<file path="src/logic/dmb_pkg.sv">
// Package: offsets, field layout, reset values and timing for the driver monitor/bias bank
package dmb_pkg;
  // Register offsets in the device map
  localparam logic [8:0] DMB_BATT_OFS  = 9'h184;
  localparam logic [8:0] DMB_THR12_OFS = 9'h185;
  localparam logic [8:0] DMB_THR34_OFS = 9'h186;
  localparam logic [8:0] DMB_THR5_OFS  = 9'h187;
  localparam logic [8:0] DMB_NEG5_OFS  = 9'h188;
  localparam logic [8:0] DMB_THR6_OFS  = 9'h189;
  localparam logic [8:0] DMB_NEG6_OFS  = 9'h18a;
  localparam logic [8:0] DMB_HS_OFS    = 9'h18b;
  localparam logic [8:0] DMB_LS_OFS    = 9'h18c;
  // Field widths and counts
  localparam int DMB_AW     = 9;
  localparam int DMB_DW     = 16;
  localparam int DMB_THR_W  = 8;
  localparam int DMB_NEG_W  = 5;
  localparam int DMB_BATT_W = 6;
  localparam int DMB_HS_N   = 7;
  localparam int DMB_LS_N   = 8;
  localparam int DMB_UC_N   = 6;
  localparam int DMB_PRE_W  = 4;
  // Field positions
  localparam int DMB_THR_HI_POS = 8;
  localparam int DMB_SPU2_POS   = 9;
  localparam int DMB_SPU4_POS   = 11;
  // Reset values
  localparam logic [7:0] DMB_THR_RST  = 8'h00;
  localparam logic [4:0] DMB_NEG_RST  = 5'h00;
  localparam logic [5:0] DMB_BATT_RST = 6'h00;
  localparam logic [6:0] DMB_HS_RST   = 7'h00;
  localparam logic [1:0] DMB_SPU_RST  = 2'h0;
  localparam logic [7:0] DMB_LS_RST   = 8'hff;
  // Successive-step conversion: first trial code and steps per conversion
  localparam logic [5:0] DMB_SAR_START = 6'h20;
  localparam logic [2:0] DMB_CONV_LAST = 3'h6;  // Steps 0..6, seven steps in all
  localparam logic [2:0] DMB_MSB_IDX   = 3'h5;
endpackage

</file>
<file path="src/logic/dmb_bank.sv">
// Driver monitor and bias register bank: battery conversion, thresholds, bias enables
// Summary of operation
// RULE_01: Battery result readable by serial host and microcores
// RULE_02: Conversion runs continuously, seven steps per result
// RULE_03: Prescaler setting sets each conversion step length
// RULE_04: Serial host may write channel threshold registers
// RULE_05: Microcore bias writes need output access right
// RULE_06: High-sides two and four add strong pull-up
// RULE_07: Bias readback shows applied, masked configuration
// RULE_08: Low-side pull-downs reset on; writes can turn them off unless bs_ls_force holds them on
// RULE_09: Writes to read-only or reserved bits ignored
`timescale 1ns/1ns
module dmb_bank
  import dmb_pkg::*;
(
  input  wire logic                                       clk,
  input  wire logic                                       rstn,
  input  wire logic                                       spi_wr,
  input  wire logic                                       spi_rd,
  input  wire logic [dmb_pkg::DMB_AW-1:0]                 spi_addr,
  input  wire logic [dmb_pkg::DMB_DW-1:0]                 spi_wdata,
  output logic      [dmb_pkg::DMB_DW-1:0]                 spi_rdata,
  input  wire logic                                       uc_wr,
  input  wire logic                                       uc_rd,
  input  wire logic [2:0]                                 uc_id,
  input  wire logic [dmb_pkg::DMB_AW-1:0]                 uc_addr,
  input  wire logic [dmb_pkg::DMB_DW-1:0]                 uc_wdata,
  output logic      [dmb_pkg::DMB_DW-1:0]                 uc_rdata,
  input  wire logic [dmb_pkg::DMB_UC_N-1:0][dmb_pkg::DMB_HS_N-1:0] uc_hs_access,
  input  wire logic [dmb_pkg::DMB_UC_N-1:0][dmb_pkg::DMB_LS_N-1:0] uc_ls_access,
  input  wire logic [dmb_pkg::DMB_PRE_W-1:0]              ofs_comp_prescaler,
  input  wire logic                                       batt_cmp,
  output logic      [dmb_pkg::DMB_BATT_W-1:0]             batt_dac_code,
  input  wire logic [dmb_pkg::DMB_HS_N-1:0]               bs_hs_mask,
  input  wire logic [dmb_pkg::DMB_LS_N-1:0]               bs_ls_force,
  output logic      [dmb_pkg::DMB_THR_W-1:0]              current_threshold_ch1,
  output logic      [dmb_pkg::DMB_THR_W-1:0]              current_threshold_ch2,
  output logic      [dmb_pkg::DMB_THR_W-1:0]              current_threshold_ch3,
  output logic      [dmb_pkg::DMB_THR_W-1:0]              current_threshold_ch4,
  output logic      [dmb_pkg::DMB_THR_W-1:0]              current_threshold_ch5_low,
  output logic      [dmb_pkg::DMB_THR_W-1:0]              current_threshold_ch5_high,
  output logic      [dmb_pkg::DMB_NEG_W-1:0]              current_threshold_ch5_negative,
  output logic      [dmb_pkg::DMB_THR_W-1:0]              current_threshold_ch6_low,
  output logic      [dmb_pkg::DMB_THR_W-1:0]              current_threshold_ch6_high,
  output logic      [dmb_pkg::DMB_NEG_W-1:0]              current_threshold_ch6_negative,
  output logic      [dmb_pkg::DMB_HS_N-1:0]               highside_pullup_enable,
  output logic      [1:0]                                 highside_strong_pullup_enable,
  output logic      [dmb_pkg::DMB_LS_N-1:0]               lowside_pulldown_enable
);
  import dmb_pkg::*;

  // Comparator synchroniser, first stage read only by the second
  logic                 cmp_s1_reg;
  logic                 cmp_s2_reg;
  // Conversion state
  logic [2:0]           step_reg,    step_next;     // Step within a conversion
  logic [DMB_PRE_W-1:0] pre_reg,     pre_next;      // Clocks within a step
  logic [5:0]           sar_reg,     sar_next;      // Trial code driven to the converter
  logic [5:0]           batt_reg,    batt_next;     // Posted result
  // Stored configuration
  logic [15:0]          thr12_reg,   thr12_next;
  logic [15:0]          thr34_reg,   thr34_next;
  logic [15:0]          thr5_reg,    thr5_next;
  logic [4:0]           neg5_reg,    neg5_next;
  logic [15:0]          thr6_reg,    thr6_next;
  logic [4:0]           neg6_reg,    neg6_next;
  logic [6:0]           hs_reg,      hs_next;       // Standard pull-up enables
  logic [1:0]           spu_reg,     spu_next;      // Strong pull-up, outputs 2 and 4
  logic [7:0]           ls_reg,      ls_next;       // Pull-down enables
  // Applied bias after the bootstrap masks
  logic [6:0]           hs_app_reg,  hs_app_next;
  logic [1:0]           spu_app_reg, spu_app_next;
  logic [7:0]           ls_app_reg,  ls_app_next;
  // Read data holding registers
  logic [15:0]          spi_rd_reg,  spi_rd_next;
  logic [15:0]          uc_rd_reg,   uc_rd_next;
  // Decoded helpers
  logic                 step_end;                   // Last clock of a step
  logic                 uc_ok;                      // Microcore id is in range
  logic [6:0]           uc_hs_acc;                  // Caller's high-side rights
  logic [7:0]           uc_ls_acc;                  // Caller's low-side rights
  logic [2:0]           bit_idx;

  // Merge only the bits that the caller may change
  function automatic logic [7:0] merge(input logic [7:0] old_v, input logic [7:0] new_v,
                                       input logic [7:0] allow);
    merge = (old_v & ~allow) | (new_v & allow);
  endfunction

  // Register read map; bias reads show the applied bias, reserved bits read zero
  function automatic logic [15:0] reg_read(input logic [DMB_AW-1:0] a);
    reg_read = 16'h0000;
    unique case (a)
      DMB_BATT_OFS:  reg_read = {10'h000, batt_reg};   // RULE_01
      DMB_THR12_OFS: reg_read = thr12_reg;
      DMB_THR34_OFS: reg_read = thr34_reg;
      DMB_THR5_OFS:  reg_read = thr5_reg;
      DMB_NEG5_OFS:  reg_read = {11'h000, neg5_reg};
      DMB_THR6_OFS:  reg_read = thr6_reg;
      DMB_NEG6_OFS:  reg_read = {11'h000, neg6_reg};
      DMB_HS_OFS:    reg_read = {4'h0, spu_app_reg[1], 1'b0, spu_app_reg[0], 2'h0,
                                 hs_app_reg};          // RULE_07
      DMB_LS_OFS:    reg_read = {8'h00, ls_app_reg};   // RULE_07
      default:       reg_read = 16'h0000;              // Unmapped reads zero
    endcase
  endfunction

  // Comparator arrives from the analog side, so it is synchronised first
  always_ff @(posedge clk) begin
    if (!rstn) begin
      cmp_s1_reg <= 1'b0;
      cmp_s2_reg <= 1'b0;
    end else begin
      cmp_s1_reg <= batt_cmp;
      cmp_s2_reg <= cmp_s1_reg;
    end
  end

  // Successive-step conversion, free running; no start command exists
  always_comb begin
    step_end  = (pre_reg == ofs_comp_prescaler);       // RULE_03
    bit_idx   = DMB_MSB_IDX - step_reg;
    step_next = step_reg;
    pre_next  = step_end ? '0 : pre_reg + 1'b1;        // RULE_03
    sar_next  = sar_reg;
    batt_next = batt_reg;
    if (step_end) begin
      if (step_reg == DMB_CONV_LAST) begin
        // Seventh step posts the result and restarts
        batt_next = sar_reg;                           // RULE_02
        sar_next  = DMB_SAR_START;
        step_next = '0;
      end else begin
        // Keep the trial bit while the battery is above the trial level
        sar_next[bit_idx] = cmp_s2_reg;
        if (bit_idx != 3'h0) begin
          sar_next[bit_idx - 3'h1] = 1'b1;
        end
        step_next = step_reg + 3'h1;                   // RULE_02
      end
    end
  end

  // Conversion registers
  always_ff @(posedge clk) begin
    if (!rstn) begin
      step_reg <= '0;
      pre_reg  <= '0;
      sar_reg  <= DMB_SAR_START;
      batt_reg <= DMB_BATT_RST;
    end else begin
      step_reg <= step_next;
      pre_reg  <= pre_next;
      sar_reg  <= sar_next;
      batt_reg <= batt_next;
    end
  end

  // Write decode; a serial write lands after a microcore write to the same place
  always_comb begin
    uc_ok      = (uc_id < 3'(DMB_UC_N));
    uc_hs_acc  = uc_ok ? uc_hs_access[uc_id] : '0;
    uc_ls_acc  = uc_ok ? uc_ls_access[uc_id] : '0;
    thr12_next = thr12_reg;
    thr34_next = thr34_reg;
    thr5_next  = thr5_reg;
    neg5_next  = neg5_reg;
    thr6_next  = thr6_reg;
    neg6_next  = neg6_reg;
    hs_next    = hs_reg;
    spu_next   = spu_reg;
    ls_next    = ls_reg;
    // Microcores: thresholds freely, bias only where rights are held
    if (uc_wr) begin
      unique case (uc_addr)
        DMB_THR12_OFS: thr12_next = uc_wdata;
        DMB_THR34_OFS: thr34_next = uc_wdata;
        DMB_THR5_OFS:  thr5_next  = uc_wdata;
        DMB_NEG5_OFS:  neg5_next  = uc_wdata[DMB_NEG_W-1:0];
        DMB_THR6_OFS:  thr6_next  = uc_wdata;
        DMB_NEG6_OFS:  neg6_next  = uc_wdata[DMB_NEG_W-1:0];
        DMB_HS_OFS: begin
          hs_next = 7'(merge({1'b0, hs_reg}, {1'b0, uc_wdata[6:0]},
                             {1'b0, uc_hs_acc}));      // RULE_05
          if (uc_hs_acc[1]) begin
            spu_next[0] = uc_wdata[DMB_SPU2_POS];      // RULE_05
          end
          if (uc_hs_acc[3]) begin
            spu_next[1] = uc_wdata[DMB_SPU4_POS];      // RULE_05
          end
        end
        DMB_LS_OFS:    ls_next = merge(ls_reg, uc_wdata[7:0], uc_ls_acc); // RULE_05
        default: begin
          // Result register and unmapped offsets take no write
        end
      endcase
    end
    // Serial host: full access to every writable field
    if (spi_wr) begin
      unique case (spi_addr)
        DMB_THR12_OFS: thr12_next = spi_wdata;                  // RULE_04
        DMB_THR34_OFS: thr34_next = spi_wdata;                  // RULE_04
        DMB_THR5_OFS:  thr5_next  = spi_wdata;                  // RULE_04
        DMB_NEG5_OFS:  neg5_next  = spi_wdata[DMB_NEG_W-1:0];   // RULE_09
        DMB_THR6_OFS:  thr6_next  = spi_wdata;                  // RULE_04
        DMB_NEG6_OFS:  neg6_next  = spi_wdata[DMB_NEG_W-1:0];   // RULE_09
        DMB_HS_OFS: begin
          hs_next  = spi_wdata[6:0];
          spu_next = {spi_wdata[DMB_SPU4_POS], spi_wdata[DMB_SPU2_POS]}; // RULE_06
        end
        DMB_LS_OFS:    ls_next = spi_wdata[7:0];
        default: begin
          // Battery result is read-only; writes are dropped
        end
      endcase
    end
  end

  // Applied bias: init masks cut high-side pull-ups, never low-side pull-downs
  always_comb begin
    hs_app_next  = hs_reg & ~bs_hs_mask;
    spu_app_next = spu_reg & ~{bs_hs_mask[3], bs_hs_mask[1]};   // RULE_06
    ls_app_next  = ls_reg | bs_ls_force;                        // RULE_08
    spi_rd_next  = spi_rd ? reg_read(spi_addr) : spi_rd_reg;
    uc_rd_next   = uc_rd ? reg_read(uc_addr) : uc_rd_reg;       // RULE_01
  end

  // Configuration, applied bias and read data registers
  always_ff @(posedge clk) begin
    if (!rstn) begin
      thr12_reg   <= {DMB_THR_RST, DMB_THR_RST};
      thr34_reg   <= {DMB_THR_RST, DMB_THR_RST};
      thr5_reg    <= {DMB_THR_RST, DMB_THR_RST};
      neg5_reg    <= DMB_NEG_RST;
      thr6_reg    <= {DMB_THR_RST, DMB_THR_RST};
      neg6_reg    <= DMB_NEG_RST;
      hs_reg      <= DMB_HS_RST;
      spu_reg     <= DMB_SPU_RST;
      ls_reg      <= DMB_LS_RST;                                // RULE_08
      hs_app_reg  <= DMB_HS_RST;
      spu_app_reg <= DMB_SPU_RST;
      ls_app_reg  <= DMB_LS_RST;                                // RULE_08
      spi_rd_reg  <= 16'h0000;
      uc_rd_reg   <= 16'h0000;
    end else begin
      thr12_reg   <= thr12_next;
      thr34_reg   <= thr34_next;
      thr5_reg    <= thr5_next;
      neg5_reg    <= neg5_next;
      thr6_reg    <= thr6_next;
      neg6_reg    <= neg6_next;
      hs_reg      <= hs_next;
      spu_reg     <= spu_next;
      ls_reg      <= ls_next;
      hs_app_reg  <= hs_app_next;
      spu_app_reg <= spu_app_next;
      ls_app_reg  <= ls_app_next;
      spi_rd_reg  <= spi_rd_next;
      uc_rd_reg   <= uc_rd_next;
    end
  end

  // Outputs, all from flip-flops
  assign spi_rdata                      = spi_rd_reg;
  assign uc_rdata                       = uc_rd_reg;
  assign batt_dac_code                  = sar_reg;
  assign current_threshold_ch1          = thr12_reg[DMB_THR_W-1:0];
  assign current_threshold_ch2          = thr12_reg[DMB_THR_HI_POS +: DMB_THR_W];
  assign current_threshold_ch3          = thr34_reg[DMB_THR_W-1:0];
  assign current_threshold_ch4          = thr34_reg[DMB_THR_HI_POS +: DMB_THR_W];
  assign current_threshold_ch5_low      = thr5_reg[DMB_THR_W-1:0];
  assign current_threshold_ch5_high     = thr5_reg[DMB_THR_HI_POS +: DMB_THR_W];
  assign current_threshold_ch5_negative = neg5_reg;
  assign current_threshold_ch6_low      = thr6_reg[DMB_THR_W-1:0];
  assign current_threshold_ch6_high     = thr6_reg[DMB_THR_HI_POS +: DMB_THR_W];
  assign current_threshold_ch6_negative = neg6_reg;
  assign highside_pullup_enable         = hs_app_reg;
  assign highside_strong_pullup_enable  = spu_app_reg;
  assign lowside_pulldown_enable        = ls_app_reg;
endmodule // dmb_bank

</file>
<file path="config.mk">
export PLATFORM = sky130hd
export DESIGN_NAME = dmb_bank
export DESIGN_NICKNAME = d
export VERILOG_FILES = /design/src/logic/dmb_pkg.sv /design/src/logic/dmb_bank.sv
export SDC_FILE = /design/constraint.sdc
export NUM_CORES = 1
export LEC_CHECK = 0
export ABC_CLOCK_PERIOD_IN_PS = 4200
export BUFFER_PORTS_ARGS = -buffer_cell sky130_fd_sc_hd__buf_2
export CORE_ASPECT_RATIO = 0.75
export CORE_MARGIN = 8
export CORE_UTILIZATION = 25
export DETAILED_ROUTE_END_ITERATION = 7
export GPL_TIMING_DRIVEN = 0
export PLACE_DENSITY_LB_ADDON = 0.2
export SLEW_MARGIN = 20
export SYNTH_ARGS = -nofsm -noshare
export SYNTH_HDL_FRONTEND = slang
export SYNTH_SLANG_ARGS = --single-unit
export TNS_END_PERCENT = 30
</file>
<file path="constraint.sdc">
create_clock -name clk -period 4.2 [get_ports clk]
set_clock_uncertainty 0.15 [all_clocks]
set_input_delay 0.21 -clock clk [delete_from_list [all_inputs] [get_ports clk]]
set_output_delay 0.21 -clock clk [all_outputs]
set_load 0.02 [all_outputs]
</file>
=== Yosys cells after proc, flatten, opt, wreduce, memory -nomap -nowiden ===
Index checks and enable logic that the tools add are counted.

* Add/sub/neg operators: 4
* Magnitude comparators: 6
* Bitwise operators: 15
* Mux-type cells: 54
* Equality and inequality tests: 20
* Reduce and logical (&&, ||, !) cells: 5

{| class="wikitable"
|+ Operator list
! cell !! count
|-
| one-hot mux 16 bit (9 select lines) || 2
|-
| two-way mux 16 bit || 16
|-
| == test 9 bit, second input constant || 18
|-
| two-way mux 8 bit || 6
|-
| two-way mux 7 bit || 6
|-
| two-way mux 5 bit || 8
|-
| binary-select mux 8 bit (select 3 bit) || 1
|-
| bitwise AND 7 bit || 3
|-
| binary-select mux 7 bit (select 3 bit) || 1
|-
| bitwise AND 8 bit || 2
|-
| bitwise OR 8 bit || 2
|-
| NOT 7 bit || 2
|-
| less-than comparator 3 x 4 -> 1 bit, second input constant || 3
|-
| two-way mux 6 bit || 2
|-
| two-way mux 2 bit || 4
|-
| NOT 8 bit || 1
|-
| bitwise OR 7 bit || 1
|-
| bitwise mux 6 bit || 1
|-
| demux 1 bit (select 3 bit) || 2
|-
| >= comparator 3 x 1 -> 1 bit, second input constant || 2
|-
| bitwise OR 6 bit || 1
|-
| adder 4 x 1 -> 4 bit, second input constant || 1
|-
| == test 4 bit || 1
|-
| two-way mux 1 bit || 4
|-
| 13 further kinds || 14
|}

* Bits in registers: 161
* Logic and storage cells: 124
* Output and inout port bits: 129
* Bits of input ports: 169

=== Longest topological paths before layout ===
Gate-level depths: netlist of the first run.

* Depth after elaboration: 10
* Depth in mapped cells: 9
* Gate-level depth less buffers: 8

=== Worst setup path before layout of the first run ===
Ideal clock, no wire load.

* Path type: register to register
* Start point: reg step_reg[2]
* End point: reg sar_reg[4], in the netlist batt_dac_code[4]
* Stages on the path, launching flop included: 9
* Clock period less this slack: 2.225 ns
* Path slack: 1.975 ns
* Arrival: 2.016 ns
* Library setup time: 0.058 ns
* Required time: 3.992 ns
* Path buffers: 0
* Cell sequence: dfxtp_1 > inv_1 > ha_1 > ha_1 > or3b_2 > nor2_1 > a21oi_1 > a211oi_1 > o22a_1

* Word-level cells in the longest chain between the ends: 9
* Elaborated cells between the ends (all ways): 18
* Those cells by class: 2 x add/sub; 4 x order compare; 1 x eq/ne; 7 x mux; 1 x bitwise; 3 x reduce/logical

{| class="wikitable"
|+ RTL lines
! element !! RTL line !! source
|-
| start, declared || dmb_bank.sv:56 || <nowiki>logic [2:0] step_reg, step_next;</nowiki>
|-
| start signal, assigned || dmb_bank.sv:152 || <nowiki>step_reg <= step_next;</nowiki>
|-
| subtractor 3 bit || dmb_bank.sv:122 || <nowiki>bit_idx = DMB_MSB_IDX - step_reg;</nowiki>
|-
| subtractor 3 x 1 -> 3 bit, or another cell as far along || dmb_bank.sv:137 || <nowiki>sar_next[bit_idx - 3'h1] = 1'b1;</nowiki>
|-
| less-than comparator 3 x 4 -> 1 bit (not written as such), or another cell as far along || dmb_bank.sv:137 ||
|-
| logical AND 1 bit (not written as such) / two-way mux 1 bit (equally long branches) || dmb_bank.sv:137, dmb_bank.sv:135 ||
|-
| two-way mux 1 bit (not written as such) / demux 1 bit (select 3 bit) (equally long branches) || dmb_bank.sv:137, dmb_bank.sv:135 ||
|-
| demux 1 bit (select 3 bit) / bitwise mux 6 bit (equally long branches) || dmb_bank.sv:137, dmb_bank.sv:135 ||
|-
| bitwise OR 6 bit (no source line) || -- ||
|-
| two-way mux 6 bit || dmb_bank.sv:136 || <nowiki>if (bit_idx != 3'h0) begin</nowiki>
|-
| two-way mux 6 bit (*) || dmb_bank.sv:128 || <nowiki>if (step_reg == DMB_CONV_LAST) begin</nowiki>
|-
| end signal, assigned || dmb_bank.sv:154 || <nowiki>sar_reg <= sar_next;</nowiki>
|-
| end, declared || dmb_bank.sv:58 || <nowiki>logic [5:0] sar_reg, sar_next;</nowiki>
|}

Every way passes the cells marked *; elsewhere a longest branch is shown, timed or not.
A chain may end at the register's enable or synchronous reset.

=== Worst setup path after layout of the first run ===
* Start point: in uc_addr[0] (netlist name)
* End point: reg thr6_reg[14]

* Word-level cells in the longest chain between the ends: 5

{| class="wikitable"
|+ RTL lines
! element !! RTL line !! source
|-
| start, declared || dmb_bank.sv:26 || <nowiki>input wire logic [dmb_pkg::DMB_AW-1:0] uc_addr,</nowiki>
|-
| == test 9 bit (*) || dmb_bank.sv:175 || <nowiki>unique case (uc_addr)</nowiki>
|-
| two-way mux 16 bit (*) || dmb_bank.sv:175 ||
|-
| two-way mux 16 bit (*) || dmb_bank.sv:174 || <nowiki>if (uc_wr) begin</nowiki>
|-
| two-way mux 16 bit || dmb_bank.sv:200 || <nowiki>unique case (spi_addr)</nowiki>
|-
| two-way mux 16 bit (*) || dmb_bank.sv:199 || <nowiki>if (spi_wr) begin</nowiki>
|-
| end signal, assigned || dmb_bank.sv:235 || <nowiki>thr6_reg <= {DMB_THR_RST, DMB_THR_RST};</nowiki>
|-
| end signal, assigned || dmb_bank.sv:250 || <nowiki>thr6_reg <= thr6_next;</nowiki>
|-
| end, declared || dmb_bank.sv:65 || <nowiki>logic [15:0] thr6_reg, thr6_next;</nowiki>
|}

Marks and branches as above.

==> metrics.md, run 1 <==
| Metric | Value |
|---|---|
| Placed Instances | `1822` |
| Worst EP arrival | `3.12 ns` |
| Critical Path Source Type | `input port` |
| Synth area leaders | `dfxtp_1 35%, mux2i_1 17%, a211oi_1 6.4%` |
| Top-area cell type share of the netlist area | `34.91%` |
| Predominant post-synthesis flop cell | `dfxtp_1` |
| Setup-failing EPs final | `0` |
| Critical Path Sink | `thr6_reg[14]$_SDFF_PN0_` |
| Reg-to-Reg Start | `step_reg[2]$_SDFFE_PN0N_` |
| Largest fanout on the critical path | `10` |
| Root buf cell | `clkbuf_16` |
| Setup slack, reg-to-reg | `1.76 ns` |
| Hold Fails Final Rpt | `0` |
| Yosys reg bits | `161` |
| Initial core utilization | `25.15%` |
| Area after DPL | `11270 um^2` |
| Clk Latency, worst-skew pair | `0.46 ns` |
| Multi-input gate area | `5573 um^2` |
| Wirelength per Cell | `26.04 um` |
| Pins Over Slew Limit | `0` |
| Initial drt markers | `1087` |
| Largest net degree at the start of global routing | `18` |
| PnR Total Power | `3.535 mW` |
| Hold slack | `0.02176 ns` |
| P_sw | `1.048 mW` |
| Vias in the first global route | `10090` |
| Tcrit/Tclk final | `69.39%` |
| First-pass GRT wire length | `70610 um` |
| Sequential share of power | `43.6%` |
| DIE AREA | `43400 um^2` |
| Drt pass-1 iters | `6` |
| Worst Setup Path Type | `input port to flop` |
| Peak VDD IR | `0.1767 mV` |
| Post-synth EDFFs | `0` |
| Logic gate share of total power | `12.1%` |
| P_int | `2.487 mW` |
| Commonest non-fill, non-tap cell in the layout | `buf_2` |
| Proportion of layout cells with a drive suffix above 1 | `26.63%` |
| Netlist cell types | `68` |
| Slew HR | `20.41%` |
| Tot GR Track Use | `22.06%` |
| Net Sw Frac | `29.66%` |
| Fillers | `3901` |
| # DRC | `0` |
| Crit. End Element | `flop` |
| Die W | `237.9 um` |
| Reg2reg end | `batt_dac_code[4]$_SDFFE_PN0N_` |
| Status | `completed` |
| HPWL Detailed | `38950 um` |
| Routed vias | `10170` |
| RSZ-0062 raised after global routing | `false` |
| CTS Buffer Depth | `2` |
| Post-cts sizing count | `0` |
| MaxCap Viol Count | `0` |
| Antenna violations before repair | `0` |
| Post-layout minimum cycle time | `2.914 ns` |
| Final Instance Area | `12280 um^2` |
| Die height | `182.4 um` |
| Routed WL | `49430 um` |
| Worst endpoint required time | `4.40 ns` |
| Fmax | `0.3431 GHz` |
| CTS sink cnt | `161` |
| Cell Rows | `61` |
| H-tree Lvls | `4` |
| Clock power frac | `44.3%` |
| Core area | `36710 um^2` |
| Actual slew at the worst max-slew pin | `1.189 ns` |
| Routability congestion estimate | `0.9765` |
| Cts bufs inserted | `17` |
| Vias per cell | `5.358` |
| Syn Area/Cell | `8.895 um^2` |
| Area delta synth->final | `33.00%` |
| Area leader, netlist | `dfxtp_1` |
| Async SR Flop Fraction | `0%` |
| Post-synth design cell area | `9233 um^2` |
| IO Count | `298` |
| TNS Setup | `0 ns` |
| Nets | `1557` |
| Mapped Cells | `1038` |
| Final ANT Viol Nets | `0` |
| R2R depth | `8` |
| Synthesized net count | `1215` |
| Seq/Total Area, Yosys | `34.91%` |
| Lkg Pwr | `5.041 nW` |
| Commonest cells after routing, fill and taps aside | `296 x buf_2, 161 x dfxtp_1, 158 x mux2i_1` |
| CTS tree | `built` |
| Grt total ovfl | `0` |
| Worst Setup SP | `uc_addr[0]` |
| PortBufs | `280` |
| Post-CTS Setup Inserts | `0` |
| Sequential cell area | `3223 um^2` |
| Final non-filler cell total | `1898` |
| Clock input transition at the sequential cells of the worst setup and hold paths | `0.07 ns` |
| Synth warn | `0` |
| Power per cell area | `287.9 nW/um^2` |
| Hold crit path type | `input port to flop` |
-- how the worst min path moves through the flow --
stage | to | from | cells past startpoint | slack (ns)
after detailed placement | highside_pullup_enable[2]$_SDFF_PN0_ | bs_hs_mask[2] | 2 | 0.22
after CTS | spu_reg[1]$_SDFF_PN0_ | uc_wdata[11] | 3 | 0.006
after floorplan | highside_strong_pullup_enable[1]$_SDFF_PN0_ | bs_hs_mask[3] | 1 | 0.14
after global routing | spu_reg[1]$_SDFF_PN0_ | uc_wdata[11] | 3 | 0.02
final | thr34_reg[11]$_SDFF_PN0_ | uc_wdata[11] | 3 | 0.02
after global placement | highside_pullup_enable[2]$_SDFF_PN0_ | bs_hs_mask[2] | 2 | 0.23
-- metrics by stage --
step	utilization [%]	setup WS [ns]
floorplan	-	1.975
global placement	30.68	0.9562
detailed placement	30.70	1.129
CTS	33.41	1.387
global route	33.44	1.162
finish	33.45	1.286
-- worst max-delay path, cell delays in order --
cell           delay, ns
buf_6               0.15
nor2b_1             0.13
buf_2               0.30
nand2_1             0.45
nor2_4              0.46
buf_2               0.48
mux2i_1             0.24
a211oi_1            0.09
dlygate4sd3_1       0.60
-- area by class of cell --
class                      count  area share, %
clock inverter                15          1.121
multi-input combinational    780          45.38
timing repair buffer         323          14.92
buffer                        91          3.526
antenna                        1        0.02038
clock buffer                  17          3.464
tap                          504          5.136
sequential                   161          26.25
inverter                       6         0.1834
-- Yosys cell counts (10+ instances only) --
master	count
a22oi_1	38
mux2_2	15
a211oi_1	79
nand3_1	21
a21oi_1	36
o21ai_0	49
buf_2	16
mux2i_1	158
dfxtp_1	161
o22ai_1	31
clkbuf_1	58
nor2b_1	18
a22o_1	11
nor2_1	115
o211ai_1	10
o22a_1	14
nor3b_1	14
nand2_1	49
-- power by group through the flow --
stage                     combinational (mW)  clock [mW]  sequential (mW)
final                                  0.427        1.57             1.54
after global routing                   0.455        1.66             1.54
after CTS                              0.419        1.59             1.54
after detailed placement               0.389           0             1.58
after global placement                 0.386           0             1.58
after floorplan                        0.195           0             1.58
-- timing repair --
| item | CTS | global route |
|---|---|---|
| endpoints found under the setup margin | 0 | 0 |
| hold endpoints to repair | 68 | 0 |
| hold buffers | 43 | 0 |
-- layer usage --
metal | GRT usage, % | part of all wire, %
met5 | 0 | 0
met4 | 6.538 | 2.5
met1 | 30.27 | 45
met3 | 6.797 | 9.2
met2 | 32.72 | 43
-- kinds of logic (layout without fill, tap and decap cells) --
group                    after synthesis  count (layout)  share of synthesized area [%]
flip-flops                           161             161                          34.91
adder cells (fa/ha/maj)                8               8                          1.084
XOR/XNOR                               6               6                         0.5692
AND/OR/NAND/NOR                      280             280                          15.44
multiplexers                         176             176                          19.69
buffers and inverters                 97             452                          4.933
other                                  0               1                              0
AO/OA/AOI/OAI                        310             310                          23.38
Note: power is estimated with default switching activity, not from simulation.
==> run 2, diff against run 1 <==
--- a/config.mk
+++ b/config.mk
@@ -5,7 +5,7 @@
 export SDC_FILE = /design/constraint.sdc
 export NUM_CORES = 1
 export LEC_CHECK = 0
-export ABC_CLOCK_PERIOD_IN_PS = 4200
+export ABC_CLOCK_PERIOD_IN_PS = 2800
 export BUFFER_PORTS_ARGS = -buffer_cell sky130_fd_sc_hd__buf_2
 export CORE_ASPECT_RATIO = 0.75
 export CORE_MARGIN = 8
==> constraint.sdc (replaced) <==
create_clock -name clk -period 2.8 [get_ports clk]
set_clock_uncertainty 0.15 [all_clocks]
set_input_delay 0.14 -clock clk [delete_from_list [all_inputs] [get_ports clk]]
set_output_delay 0.14 -clock clk [all_outputs]
set_load 0.02 [all_outputs]
==> metrics.md, run 2 (synthesis gave the netlist of run 1 again) <==
| Metric | Value |
|---|---|
| Post-layout minimum cycle time | `2.820 ns` |
| Power per cell area | `429.0 nW/um^2` |
| Peak VDD IR | `0.2646 mV` |
| Critical Path Source Type | `input port` |
| H-tree Lvls | `4` |
| Die W | `237.9 um` |
| HP Start | `spi_wdata[2]` |
| CTS sink cnt | `161` |
| Antenna violations before repair | `0` |
| Final ANT Viol Nets | `0` |
| PortBufs | `280` |
| Largest fanout on the critical path | `8` |
| # DRC | `0` |
| Hold slack | `0.01395 ns` |
| Routability congestion estimate | `0.9765` |
| Lkg Pwr | `5.080 nW` |
| Commonest non-fill, non-tap cell in the layout | `buf_2` |
| Vias in the first global route | `10100` |
| Area after DPL | `11270 um^2` |
| RSZ-0062 raised after global routing | `true` |
| Routed WL | `49490 um` |
| Worst Setup SP | `spi_addr[6]` |
| Drt pass-1 iters | `6` |
| IO Count | `298` |
| Die height | `182.4 um` |
| Fillers | `3896` |
| Initial core utilization | `25.15%` |
| HPWL Detailed | `38950 um` |
| Failing checks | `setup timing` |
| Worst endpoint required time | `3.00 ns` |
| Root buf cell | `clkbuf_16` |
| Setup-failing EPs final | `1` |
| Crit path buf inv count | `3` |
| MaxCap Viol Count | `0` |
| Cell Rows | `61` |
| Post-CTS Setup Inserts | `0` |
| Slowest CP cell | `nand4_1` |
| Tot GR Track Use | `22.07%` |
| Initial drt markers | `1144` |
| Cts bufs inserted | `17` |
| Clock input transition at the sequential cells of the worst setup and hold paths | `0.08 ns` |
| Core area | `36710 um^2` |
| Worst Setup Path Type | `input port to flop` |
| Worst EP arrival | `3.02 ns` |
| CTS tree | `built` |
| Fmax | `0.3545 GHz` |
| Proportion of layout cells with a drive suffix above 1 | `26.93%` |
| Status | `finished, violations left` |
| Vias per cell | `5.354` |
| Reg-to-Reg Start | `step_reg[2]$_SDFFE_PN0N_` |
| Actual slew at the worst max-slew pin | `1.256 ns` |
| Nets | `1564` |
| Largest net degree at the start of global routing | `18` |
| Crit path max-delay family | `simple AND/OR/NAND/NOR gates` |
| Pins Over Slew Limit | `0` |
| Slew HR | `15.94%` |
| CTS Buffer Depth | `2` |
| Clk Latency, worst-skew pair | `0.46 ns` |
| Wirelength per Cell | `25.98 um` |
| Worst path setup slack after routing | `-0.02050 ns` |
| Tcrit/Tclk final | `100.7%` |
| Crit. End Element | `flop` |
| Critical path, cell by cell | `buf_2 > or4b_1 > clkbuf_1 > nor2_1 > nand4_1 > o22a_1 > dlygate4sd3_1` |
| Hold crit path type | `input port to flop` |
| First-pass GRT wire length | `70670 um` |
| Grt total ovfl | `0` |
| Area delta synth->final | `33.91%` |
| Commonest cells after routing, fill and taps aside | `296 x buf_2, 161 x dfxtp_1, 158 x mux2i_1` |
| DIE AREA | `43400 um^2` |
| Hold Fails Final Rpt | `0` |
| Routed vias | `10200` |
| Final Util | `33.68%` |
| CP max stage delay | `0.65 ns` |
| Final Instance Area | `12360 um^2` |
## run 2: cell count changes in the layout (fill, tap and decap cells not counted)
| cell | delta |
|---|---|
| clkbuf_1 | -5 |
| clkbuf_2 | +3 |
| clkbuf_4 | +2 |
| dlygate4sd3_1 | +7 |
| nand2_1 | -1 |
| nand2_2 | +1 |
## run 2: per-layer routing
metal  routed length (um)  share of wire, %  track usage, %  up-vias
met4                 1183               2.4           6.538        0
met2                21250                43           32.73      484
met5                    0                 0               0        -
met1                22570                46           30.27     5007
li1                     -                 -               -     4645
met3                 4486               9.1           6.827       64
## run 2: cell type report
type / count / area, um^2 / share of cell area (%)
inverters: 6 / 22.52 / 0.1822
flip-flops and latches: 161 / 3223 / 26.07
clock buffers: 17 / 425.4 / 3.441
plain buffers: 91 / 444.2 / 3.593
repair buffers: 330 / 1902 / 15.38
clock inverters: 15 / 137.6 / 1.113
well taps: 504 / 630.6 / 5.101
multi-input cells: 780 / 5575 / 45.10
diodes: 1 / 2.502 / 0.02024
## run 2: final timing paths
path,to,slack (ns),depth (start not counted)
min,thr5_reg[2]$_SDFF_PN0_,0.01,3
min reg2reg,lowside_pulldown_enable[3]$_SDFF_PN1_,0.28,1
max reg2reg,batt_dac_code[4]$_SDFFE_PN0N_,0.36,8
max,ls_reg[6]$_SDFF_PN1_,-0.02,7
## run 2: worst reg2reg max path, delay by kind of cell (launching register included)
family / cells / cell delay, ns
adder cells (fa/ha/maj): 2 / 0.65
AND/OR/NAND/NOR: 2 / 0.60
AO/OA/AOI/OAI: 3 / 0.46
flip-flops: 1 / 0.42
buffers and inverters: 1 / 0.11
## run 2: where the power goes
| group | switching (mW) | internal, mW | leakage (nW) |
|---|---|---|---|
| sequential | 0.0128 | 2.30 | 1.30 |
| clock | 1.16 | 1.18 | 0.282 |
| combinational | 0.395 | 0.252 | 3.50 |
| total | 1.57 | 3.73 | 5.08 |
## run 2: through the flow
stage	cells	setup TNS [ns]	total power, mW	worst slack (ns)
floorplan	1038	0	2.659	0.5755
CTS	1904	0	5.333	0.04795
global placement	1822	-7.028	2.944	-0.3738
global route	1904	-0.09301	5.493	-0.04552
detailed placement	1822	-2.658	2.949	-0.2014
finish	1905	-0.02050	5.304	-0.02050
## run 2: what timing repair did
action	in CTS	in global routing
hold buffers	50	0
hold endpoints to repair	72	0
setup endpoints to repair	0	8
gates resized for setup	0	16
